## config.mk

```make
export PLATFORM = sky130hd
export DESIGN_NAME = mss_top
export DESIGN_NICKNAME = d
export VERILOG_FILES = /design/src/design/mss_table_mem.v /design/src/design/mss_top.v
export VERILOG_INCLUDE_DIRS = /design/src /design/src/shared
export SDC_FILE = /design/constraint.sdc
export NUM_CORES = 2
export LEC_CHECK = 0
export BUFFER_PORTS_ARGS = -buffer_cell sky130_fd_sc_hd__buf_2
export CORE_ASPECT_RATIO = 1.25
export CORE_MARGIN = 3
export CORE_UTILIZATION = 60
export CTS_CLUSTER_SIZE = 30
export DETAILED_ROUTE_END_ITERATION = 12
export PLACE_DENSITY = 0.85
export SLEW_MARGIN = 15
export SYNTH_ARGS = -nofsm -noshare
export SYNTH_HDL_FRONTEND = slang
export SYNTH_SLANG_ARGS = --single-unit
```

## constraint.sdc

```tcl
create_clock -name CLK -period 7.8 [get_ports CLK]
set_clock_uncertainty 0.05 [all_clocks]
set_input_delay 0.78 -clock CLK [delete_from_list [all_inputs] [get_ports CLK]]
set_output_delay 0.78 -clock CLK [all_outputs]
set_load 0.01 [all_outputs]
```

## src/shared/mss_regs.vh

```
// Register map, field positions and reset values of the masked step sequencer
`ifndef MSS_REGS_VH
`define MSS_REGS_VH
`define MSS_OFF_CTRL     12'h000
`define MSS_OFF_STATUS   12'h004
`define MSS_OFF_COUNT    12'h008
`define MSS_OFF_INDEX    12'h00C
`define MSS_OFF_MASK     12'h010
`define MSS_OFF_SOURCE   12'h014
`define MSS_OFF_DEST     12'h018
`define MSS_OFF_FAULT    12'h01C
`define MSS_OFF_TABLE    12'h100
`define MSS_CTRL_CMP_EN  0
`define MSS_CTRL_OUT_EN  1
`define MSS_CTRL_LOAD_EN 2
`define MSS_CTRL_RUN     3
`define MSS_CTRL_PRESCAN 4
`define MSS_CTRL_CLEAR   5
`define MSS_CTRL_MSK_W   9:8
`define MSS_CTRL_SRC_W   11:10
`define MSS_ST_FAULT     0
`define MSS_ST_CMP_OUT   1
`define MSS_ST_OUT_ACT   2
`define MSS_ST_OUT_CMP   3
`define MSS_ST_OUT_OUT   4
`define MSS_ST_LD_ACT    5
`define MSS_ST_LD_CMP    6
`define MSS_ST_LD_OUT    7
`define MSS_ST_MAJOR     8
`define MSS_W_8          2'h0
`define MSS_W_16         2'h1
`define MSS_FAULT_TYPE   8'h04
`define MSS_FAULT_CODE   8'h14
`define MSS_RST_WORD     32'h00000000
`endif

```

## src/design/mss_table_mem.v

```verilog
// Sequencer table storage with registered read data
`timescale 1ns/1ps
`default_nettype none
module mss_table_mem #(
  parameter AW = 4,
  parameter DW = 32
) (
  // Clock
  input  wire          clk,
  // Write port
  input  wire          we,
  input  wire [AW-1:0] waddr,
  input  wire [DW-1:0] wdata,
  // Read ports
  input  wire [AW-1:0] raddr_a,
  output reg  [DW-1:0] rdata_a,
  input  wire [AW-1:0] raddr_b,
  output reg  [DW-1:0] rdata_b
);
  reg [DW-1:0] mem [0:(1<<AW)-1];

  always @(posedge clk) begin
    if (we) begin
      mem[waddr] <= wdata;
    end
    rdata_a <= mem[raddr_a];
    rdata_b <= mem[raddr_b];
  end
endmodule // mss_table_mem
`default_nettype wire

```

## src/design/mss_top.v

```verilog
// Masked step sequencer with AHB-Lite register slave
//
// Summary of operation
// - Zero mask bits excluded from compare.
// - Masked equality drives compare output true.
// - Output advances index, masks entry, writes.
// - Index past count wraps to one.
// - Output completion flag after full table.
// - Fault on bad count or index.
// - Active flag follows rung enable.
// - Prescan sets active, output false.
// - Rung false clears active, output false.
// - Narrow mask and source sign-extended.
// - Program-to-run initialises output index.
// - Load advances index, writes source.
// - Load sets index one on wrap.
// - Load completion flag after full table.
// - Oversized load count raises major fault.
// - Load writes contiguous storage unchecked.
// - Compare raises no major fault, index unchanged.
`timescale 1ns/1ps
`default_nettype none
`include "mss_regs.vh"
module mss_top #(
  parameter TAW = 4
) (
  // Clock and reset
  input  wire        CLK,
  input  wire        RST_N,
  // AHB-Lite slave
  input  wire        HSEL,
  input  wire [11:0] HADDR,
  input  wire [1:0]  HTRANS,
  input  wire        HWRITE,
  input  wire [2:0]  HSIZE,
  input  wire [31:0] HWDATA,
  input  wire        HREADY,
  output wire [31:0] HRDATA,
  output wire        HREADYOUT,
  output wire        HRESP,
  // Rung outputs
  output wire        CMP_OUT,
  output wire        OUT_OUT,
  output wire        LOAD_OUT,
  output wire        FAULT
);
  localparam TSIZE = 1 << TAW;
  localparam [31:0] TSIZE_W = TSIZE;
  localparam [1:0] S_IDLE = 2'h0;
  localparam [1:0] S_READ = 2'h1;
  localparam [1:0] S_DONE = 2'h2;

  // Bus data phase capture
  reg        dp_wr_reg;
  reg        dp_rd_reg;
  reg [11:0] dp_addr_reg;
  reg [1:0]  bus_state_reg;
  reg [1:0]  bus_state_next;

  // Control record and operands
  reg        [31:0] ctrl_reg;
  reg signed [31:0] count_reg;
  reg signed [31:0] index_reg;
  reg        [31:0] mask_reg;
  reg        [31:0] source_reg;
  reg        [31:0] dest_reg;
  reg               cmp_out_reg;
  reg               out_act_reg;
  reg               out_cmp_reg;
  reg               out_out_reg;
  reg               ld_act_reg;
  reg               ld_cmp_reg;
  reg               ld_out_reg;
  reg               major_reg;
  reg               run_prev_reg;
  reg        [31:0] rdata_reg;

  wire        addr_ok   = HSEL & HREADY & HTRANS[1];
  wire        is_table  = dp_addr_reg[11:8] == 4'h1;
  wire [TAW-1:0] dp_tidx = dp_addr_reg[TAW+1:2];

  function [31:0] mss_sext;
    input [31:0] v;
    input [1:0]  w;
    begin
      case (w)
        `MSS_W_8:  mss_sext = {{24{v[7]}}, v[7:0]};
        `MSS_W_16: mss_sext = {{16{v[15]}}, v[15:0]};
        default:   mss_sext = v;
      endcase
    end
  endfunction

  wire [31:0] mask_x = mss_sext(mask_reg, ctrl_reg[`MSS_CTRL_MSK_W]);
  wire [31:0] src_x  = mss_sext(source_reg, ctrl_reg[`MSS_CTRL_SRC_W]);

  wire cmp_en  = ctrl_reg[`MSS_CTRL_CMP_EN];
  wire out_en  = ctrl_reg[`MSS_CTRL_OUT_EN];
  wire ld_en   = ctrl_reg[`MSS_CTRL_LOAD_EN];
  wire run     = ctrl_reg[`MSS_CTRL_RUN];
  wire prescan = ctrl_reg[`MSS_CTRL_PRESCAN];

  wire fault_w = (count_reg <= 0) | (index_reg < 0) | (index_reg > count_reg);

  wire signed [31:0] inc_idx = index_reg + 32'sh1;
  wire signed [31:0] out_idx = (inc_idx > count_reg) ? 32'sh1 : inc_idx;
  wire signed [31:0] ld_idx  = (ld_cmp_reg | (index_reg >= count_reg)) ? 32'sh1 : inc_idx;

  // Rising rung edges only; levels hold active and stop repeat steps
  wire out_step = out_en & ~out_act_reg & ~prescan & run;
  wire ld_step  = ld_en & ~ld_act_reg & ~prescan & run;

  // Output step outranks load when both rungs rise together
  wire out_go   = out_step & ~fault_w;
  wire ld_go    = ld_step & ~out_step & ~fault_w;

  wire run_rise = run & ~run_prev_reg;

  // Table memory: port a is current entry, port b is next output entry
  wire [31:0]    cur_entry;
  wire [31:0]    nxt_entry;
  wire [TAW-1:0] ld_addr = ld_idx[TAW-1:0];
  // load writes wherever the index lands, no bound check
  // A bus table write in the same cycle as a load step is lost
  wire           tbl_we  = ld_go | (dp_wr_reg & is_table);
  wire [TAW-1:0] tbl_wa  = ld_go ? ld_addr : dp_tidx;
  wire [31:0]    tbl_wd  = ld_go ? src_x : HWDATA;
  // Table read address goes in during the address phase, so the
  // entry is out of the memory after exactly one wait cycle
  wire           tab_rd  = addr_ok & ~HWRITE & (HADDR[11:8] == 4'h1);
  wire [TAW-1:0] a_tidx  = HADDR[TAW+1:2];
  wire [TAW-1:0] ra      = tab_rd ? a_tidx : index_reg[TAW-1:0];
  // Port a shows a bus word while the read waits; compare holds then
  wire           cmp_hold = (bus_state_reg == S_READ);

  mss_table_mem #(
    .AW (TAW),
    .DW (32)
  ) u_mem (
    .clk     (CLK),
    .we      (tbl_we),
    .waddr   (tbl_wa),
    .wdata   (tbl_wd),
    .raddr_a (ra),
    .rdata_a (cur_entry),
    .raddr_b (out_idx[TAW-1:0]),
    .rdata_b (nxt_entry)
  );

  // per-bit compare, a zero mask bit always matches
  wire [31:0] bit_hit;
  genvar gb;
  generate
    for (gb = 0; gb < 32; gb = gb + 1) begin : g_bit
      assign bit_hit[gb] = ~mask_x[gb] | (src_x[gb] == cur_entry[gb]);
    end
  endgenerate
  wire cmp_hit = &bit_hit;

  // Status word, one flag per bit
  wire [31:0] status_w;
  assign status_w[`MSS_ST_FAULT]   = fault_w;
  assign status_w[`MSS_ST_CMP_OUT] = cmp_out_reg;
  assign status_w[`MSS_ST_OUT_ACT] = out_act_reg;
  assign status_w[`MSS_ST_OUT_CMP] = out_cmp_reg;
  assign status_w[`MSS_ST_OUT_OUT] = out_out_reg;
  assign status_w[`MSS_ST_LD_ACT]  = ld_act_reg;
  assign status_w[`MSS_ST_LD_CMP]  = ld_cmp_reg;
  assign status_w[`MSS_ST_LD_OUT]  = ld_out_reg;
  assign status_w[`MSS_ST_MAJOR]   = major_reg;
  assign status_w[31:9]            = 23'h000000;

  // Fault record only while the major fault stands
  wire [31:0] fault_word = major_reg ? {16'h0000, `MSS_FAULT_TYPE, `MSS_FAULT_CODE} : 32'h00000000;

  // Bus state: table reads take one extra wait cycle
  always @* begin
    bus_state_next = S_IDLE;
    case (bus_state_reg)
      S_IDLE:  bus_state_next = (addr_ok & ~HWRITE & HADDR[11:8] == 4'h1) ? S_READ : S_IDLE;
      S_READ:  bus_state_next = S_DONE;
      S_DONE:  bus_state_next = S_IDLE;
      default: bus_state_next = S_IDLE;
    endcase
  end

  always @(posedge CLK or negedge RST_N) begin
    if (!RST_N) begin
      bus_state_reg <= S_IDLE;
      dp_wr_reg     <= 1'b0;
      dp_rd_reg     <= 1'b0;
      dp_addr_reg   <= 12'h000;
    end else begin
      bus_state_reg <= bus_state_next;
      if (HREADYOUT) begin
        dp_wr_reg   <= addr_ok & HWRITE;
        dp_rd_reg   <= addr_ok & ~HWRITE;
        dp_addr_reg <= HADDR;
      end
    end
  end

  assign HREADYOUT = ~(dp_rd_reg & is_table) | (bus_state_reg == S_DONE);
  assign HRESP     = 1'b0;

  // Register read mux; unmapped reads as zero
  always @(posedge CLK or negedge RST_N) begin
    if (!RST_N) begin
      rdata_reg <= `MSS_RST_WORD;
    end else if (bus_state_reg == S_READ) begin
      rdata_reg <= cur_entry;
    end else if (addr_ok & ~HWRITE) begin
      case (HADDR)
        `MSS_OFF_CTRL:   rdata_reg <= ctrl_reg;
        `MSS_OFF_STATUS: rdata_reg <= status_w;
        `MSS_OFF_COUNT:  rdata_reg <= count_reg;
        `MSS_OFF_INDEX:  rdata_reg <= index_reg;
        `MSS_OFF_MASK:   rdata_reg <= mask_reg;
        `MSS_OFF_SOURCE: rdata_reg <= source_reg;
        `MSS_OFF_DEST:   rdata_reg <= dest_reg;
        `MSS_OFF_FAULT:  rdata_reg <= fault_word;
        default:         rdata_reg <= `MSS_RST_WORD;
      endcase
    end
  end
  assign HRDATA = rdata_reg;

  wire wr_ctrl = dp_wr_reg & (dp_addr_reg == `MSS_OFF_CTRL);

  always @(posedge CLK or negedge RST_N) begin
    if (!RST_N) begin
      ctrl_reg     <= `MSS_RST_WORD;
      count_reg    <= `MSS_RST_WORD;
      index_reg    <= `MSS_RST_WORD;
      mask_reg     <= `MSS_RST_WORD;
      source_reg   <= `MSS_RST_WORD;
      dest_reg     <= `MSS_RST_WORD;
      cmp_out_reg  <= 1'b0;
      out_cmp_reg  <= 1'b0;
      ld_cmp_reg   <= 1'b0;
      run_prev_reg <= 1'b0;
    end else begin
      run_prev_reg <= run;
      if (wr_ctrl) begin
        // Clear is a self-clearing strobe
        ctrl_reg <= HWDATA & 32'hFFFFFFDF;
      end
      if (dp_wr_reg & (dp_addr_reg == `MSS_OFF_COUNT)) begin
        count_reg <= HWDATA;
      end
      if (dp_wr_reg & (dp_addr_reg == `MSS_OFF_MASK)) begin
        mask_reg <= HWDATA;
      end
      if (dp_wr_reg & (dp_addr_reg == `MSS_OFF_SOURCE)) begin
        source_reg <= HWDATA;
      end
      if (!cmp_hold) begin
        cmp_out_reg <= cmp_en & ~prescan & cmp_hit;
      end
      if (run_rise) begin
        index_reg <= 32'sh0;
      end else if (dp_wr_reg & (dp_addr_reg == `MSS_OFF_INDEX)) begin
        index_reg <= HWDATA;
      end else if (out_go) begin
        // advance then mask entry to destination
        index_reg <= out_idx;
        dest_reg  <= nxt_entry & mask_x;
        out_cmp_reg <= (out_idx == count_reg);
      end else if (ld_go) begin
        index_reg <= ld_idx;
        ld_cmp_reg <= (ld_idx == count_reg);
      end
    end
  end

  // load count beyond table is a major fault; set wins over clear
  always @(posedge CLK or negedge RST_N) begin
    if (!RST_N) begin
      major_reg <= 1'b0;
    end else if (ld_en & run & (count_reg > $signed(TSIZE_W))) begin
      major_reg <= 1'b1;
    end else if (wr_ctrl & HWDATA[`MSS_CTRL_CLEAR]) begin
      major_reg <= 1'b0;
    end
  end

  always @(posedge CLK or negedge RST_N) begin
    if (!RST_N) begin
      out_act_reg <= 1'b0;
      out_out_reg <= 1'b0;
      ld_act_reg  <= 1'b0;
      ld_out_reg  <= 1'b0;
    end else if (prescan) begin
      out_act_reg <= 1'b1;
      out_out_reg <= 1'b0;
      ld_act_reg  <= 1'b1;
      ld_out_reg  <= 1'b0;
    end else begin
      out_act_reg <= out_en;
      out_out_reg <= out_en & run;
      ld_act_reg  <= ld_en;
      ld_out_reg  <= ld_en & run;
    end
  end

  assign CMP_OUT  = cmp_out_reg;
  assign OUT_OUT  = out_out_reg;
  assign LOAD_OUT = ld_out_reg;
  assign FAULT    = fault_w;
endmodule // mss_top
`default_nettype wire

```

# Yosys cells after proc, flatten, opt, wreduce, memory -nomap -nowiden
# Memories as Yosys holds them, arrays and structs flattened. A register that Yosys moved wholly into a read port is not among the register bits.
# Index checks and enable logic that the tools add are counted.
# word_totals
ff_bits	248
inputBits	54
mem_bits_rw	512
mem_count	1
output_inout_bits	38
# memory_table
name	words	word_bits	rd	rd_ports_with_merged_regs	wr	line_no	text
u_mem.mem	16	32	2	2	1	mss_table_mem.v:20	reg [DW-1:0] mem [0:(1<<AW)-1];
# op_classes
eq_ne	51
magnitude_cmp	6
reduce_logical	11
addsub	1
mux	25
bitwise	109
# ops
cell	n
32-bit two-way mux	9
32-bit one-hot mux with 8 select lines	1
32-bit one-hot mux with 2 select lines	2
12-bit by 5-bit equality test with 1-bit output, second input constant	6
32-bit equality test	2
32-bit greater-than comparator	2
12-bit by 4-bit equality test with 1-bit output, second input constant	4
1-bit inverter	43
1-bit OR	37
32-bit by 2-bit adder with 32-bit output, second input constant	1
32-bit AND	1
1-bit equality test	32
32-bit >= comparator	1
32-bit by 6-bit greater-than comparator with 1-bit output, second input constant	1
32-bit by 1-bit less-or-equal comparator with 1-bit output, second input constant	1
32-bit by 1-bit < comparator with 1-bit output, second input constant	1
32-bit AND reduction	1
1-bit AND	28
12-bit zero test	2
12-bit by 3-bit equality test with 1-bit output, second input constant	1
11-bit two-way mux	1
1-bit two-way mux	9
4-bit by 1-bit equality test with 1-bit output, second input constant	2
4-bit two-way mux	2
other kinds (8)	13

# Longest topological paths before layout
# depth
ltp_word	11
mapped_depth	20

# By module
# A second synthesis with hierarchy kept.
# hier_totals
hier_cells	3048
area_unflattened_um2	40762.8
# by_module_without_submodules
mod	seq_area_each_um2	n_inst	cells_per_inst	area_each_um2
mss_table_mem	16656.0	1	1141	24188.2
mss_top	6206.0	1	1907	16574.6

# Worst setup path before layout
# No wires, ideal clock.
# synth_timing
path_type	flip-flop to flip-flop
from	register index_reg[0]
to	memory u_mem.mem[10][0] (enable)
slack_ns	2.565
t_arrival_ns	4.764
n_path_buf	4
required_ns	7.329
stages_incl_launch_ff	15
setup_ns	0.421
synth_period_minus_slack_ns	5.235
cell_sequence	dfrtp_1 clkbuf_1 inv_1 clkbuf_1 clkbuf_1 ha_1 nor2b_1 o211ai_1 a21boi_0 o32a_1 mux2_2 a211oi_2 clkbuf_1 a41oi_1 nor2_1
# synth_via
elab_chain_cells	8
# synth_lines
element	line_no	text
start: declaration	mss_top.v:63	reg signed [31:0] index_reg;
start signal: assignment	mss_top.v:234	index_reg <= `MSS_RST_WORD;
start signal: assignment	mss_top.v:266	index_reg <= out_idx;
start signal: assignment	mss_top.v:270	index_reg <= ld_idx;
32-bit by 1-bit < comparator with 1-bit output	mss_top.v:103	wire fault_w = (count_reg <= 0) | (index_reg < 0) | (index_reg > count_reg);
1-bit OR (2 in series)	mss_top.v:103	
1-bit inverter	mss_top.v:115	wire ld_go = ld_step & ~out_step & ~fault_w;
1-bit AND	mss_top.v:115	
1-bit OR	mss_top.v:125	wire tbl_we = ld_go | (dp_wr_reg & is_table);
1-bit two-way mux	mss_table_mem.v:23	if (we) begin
1-bit two-way mux (not written as such)	mss_table_mem.v:24	mem[waddr] <= wdata;
end: declaration	mss_table_mem.v:20	
# Parallel ways exist; a longest one is shown, timed or not.

# Worst setup path after layout
# layout_timing
from	register index_reg[0]
to	register u_mem.rdata_b[8] (read register of u_mem.mem)
# layout_via
elab_chain_cells	3
# layout_lines
element	line_no	text
32-bit by 2-bit adder with 32-bit output (*)	mss_top.v:105	wire signed [31:0] inc_idx = index_reg + 32'sh1;
32-bit greater-than comparator	mss_top.v:106	wire signed [31:0] out_idx = (inc_idx > count_reg) ? 32'sh1 : inc_idx;
32-bit two-way mux (*)	mss_top.v:106	
end: declaration	mss_table_mem.v:18	output reg [DW-1:0] rdata_b
# Mark *: on every way between the ends. The rest lies on a longest branch, timed or not.
# A chain may end at the register's enable or synchronous reset.

==> results.toml <==
[global_route]
antenna_found_initial = 4
grt_first_pass_wirelength_um = 212000
grt_pass1_vias = 33400
grt_usage_pct = 38.7
grt_max_degree = 172
overflow = 0

[logic_synthesis]
syn-cell-area_sq_um = 42000
synth_ff_type = "edfxtp_1"
ys_async_sr_fraction_pct = 30.1
synth_top_cell_area_share_pct = 36.6
ys_seq_area_share_pct = 54.5
synth_area_leader_cell = "edfxtp_1"
syn-instance-count = 3426
synth_seq_cells = 824
synthTopCellsByArea = "edfxtp_1 37%, dfrtp_1 15%, mux4_2 8.6%, mux2_2 5.6%, nand2_1 3.1%"
syn_nets = 3545
avgSynthCellArea_sq_um = 12.2
ys.warnings.count = 0
synth_edf_count = 512
synthDistinctLibCells = 89

[power]
p_per_area_nw_per_um2 = 263
vdd_drop_max_uv = 235
total_power_uw = 12200
total_leakage_power_uw = 0.0171

[final_layout]
largest_reg_flops = 512
multi_input_area_sq_um = 18200
final_common_cell = "edfxtp_1"
drive_gt1_share_pct = 21.3
final_cell_mix = "512 x edfxtp_1, 347 x nand2_1, 247 x dfrtp_1"
top_register = "u_mem.mem"
utilization_pct = 67.8
area_growth_syn_to_layout_pct = 11.0
seq_area_sq_um = 22900
nFillCells = 4508
final_net_count = 3563

[setup_path]
r2r_cells = 16
worstSetupPathType = "flop to flop"
start_kind = "flop"
cp-startpoint = "index_reg[0]"
r2r_end = "u_mem.rdata_b[8]"
setup.worst_path.end_class = "flop"
worstSetupEndpoint = "u_mem.rdata_b[8]"
crit_chain = "ha_1 > nand2_1 > nor3_1 > nand2_1 > xnor2_1 > ha_1 > nand4_1 > nor4_2 > a32oi_1 > and4_1 > and2_1 > nor3_4 > buf_12 > mux2_2 > o21ai_0 > a31oi_1"
cp_max_fo = 64
slowest_stage = "nor3_1"
required_ns = 8.27
rr_startpoint = "index_reg[0]"
r2r_setup_slack_ns = 1.26
cp.arrival_ns = 7.01
slowest_delay_ns = 1.03

[place]
gp_congestion = 1.05
hpwl_um = 84200
io_buffers = 86

[sta]
maxSlewViolCount = 0
setup_viol = 0
hold_slack_ns = 0.0491
clock.fmax_mhz = 153
fin_setup_tns_ns = 0
grt_setup_unrepaired = "no"
timing.final.hold_violations = 0
timing.final.crit_share_pct = 83.8
slew_headroom_pct = 15.5
fin_crit_ns = 6.54
worst-slew-pin-transition_ns = 1.25

[die]
dieArea_sq_um = 73200
core_sq_um = 68700
initial_utilization_pct = 61.1
io_pins = 92
die_width_um = 243
die_y_um = 302
rows = 107

[clock_tree]
cts_tree = "built"
cts-htree-levels = 3
hold_buffers = 0
cts.clk_slew.worst_paths_ns = 0.06
root_buffer = "clkbuf_16"
post_cts_buffers = 0
numCtsBuffers = 77
cts_buffer_depth = 3
cts.sinks = 824
cts-resized-gates = 0
clk_latency_ns = 0.66

[drt]
detail-route-antenna-nets = 0
first_pass_iters = 6
wl_per_cell_um = 32.1
vias_per_cell = 7.57
wirelength_um = 143000
drcViolationCount = 0
drt_iter0_markers = 5111
routed-via-count = 33600

[job]
drv_cap = 0

[status]
status = "complete, no violations"

[hold_path]
holdCritPathClass = "primary input to async pin"
## per-layer routing
metal | GRT usage [%] | vias to the layer above | routed length (um) | part of all wire (%)
met5 | 0 | - | 13 | 0.0091
met4 | 29.1 | 2 | 12900 | 9.0
met3 | 9.68 | 886 | 20800 | 15
met2 | 60.5 | 3348 | 64600 | 45
met1 | 46.8 | 16000 | 44200 | 31
li1 | - | 13300 | - | -
## per-stage QoR
stage / worst slack, ns / cell area, sq um / instances
final: 1.26 / 46600 / 4436
after global routing: 1.00 / 46600 / 4435
after global placement: 1.56 / 43800 / 4289
after CTS: 1.41 / 46500 / 4432
after detailed placement: 1.54 / 43800 / 4289
after floorplan: 2.56 / 42000 / 3426
## worst max-delay path, delay by kind of cell (launching register included)
family                     cells  cell delay (ns)
DFF                            1             0.61
adders and majority gates      2             0.51
xor gates and xnor gates       1             0.70
muxes                          1             0.40
buffers and inverters          1             0.46
AOI/OAI and AO/OA              3             0.60
and+or+nand+nor                8             3.03
## report_power, final
part	leakage, uW	switching, uW	total (uW)	internal [uW]
sequential	0.00841	380	5260	4880
combinational	0.00740	1730	2930	1200
clock	0.00131	1710	4030	2320
total	0.0171	3820	12200	8410
## cells in the mapped netlist, drive strengths merged, types with 52 or more instances
library cell  instances
edfxtp              512
nand2               349
dfrtp               248
o21ai               221
mux2                210
clkbuf              203
nor2                169
mux4                160
a21oi               143
a31oi               139
a22oi                94
mux2i                72
xnor2                70
ha                   65
dfxtp                64
and2                 60
inv                  58
nand3                55
buf                  52
## how the worst min path moves through the flow
stage,start,to,cells past startpoint
5_1_grt,RST_N,dp_addr_reg[6],1
3_3_place_gp,bus_state_reg[1],bus_state_reg[0],1
3_5_place_dp,bus_state_reg[1],bus_state_reg[0],1
4_1_cts,RST_N,dp_addr_reg[8],1
6_report,RST_N,dp_addr_reg[8],1
2_1_floorplan,bus_state_reg[1],bus_state_reg[0],1
## cell families (layout without fill, tap and decap cells)
kind of cell	Yosys count	in the layout	share of synthesized area, %
buf+inv	314	396	2.96
mux	442	442	15.9
fa+ha+maj	65	65	1.94
flops	824	824	54.5
simple gates	835	835	9.34
other cells	1	3	0.00894
xor+xnor	99	99	2.23
compound gates	846	846	13.1
## layout make-up
class	count	share of cell area, %
Antenna cell	2	0.0107
Clock buffer	114	4.85
Clock inverter	29	0.951
Inverter	59	0.478
Multi-Input combinational cell	2288	39.0
Sequential cell	824	49.1
Tap cell	926	2.49
Timing Repair Buffer	194	3.08
Note: power is estimated with default switching activity, not from simulation.
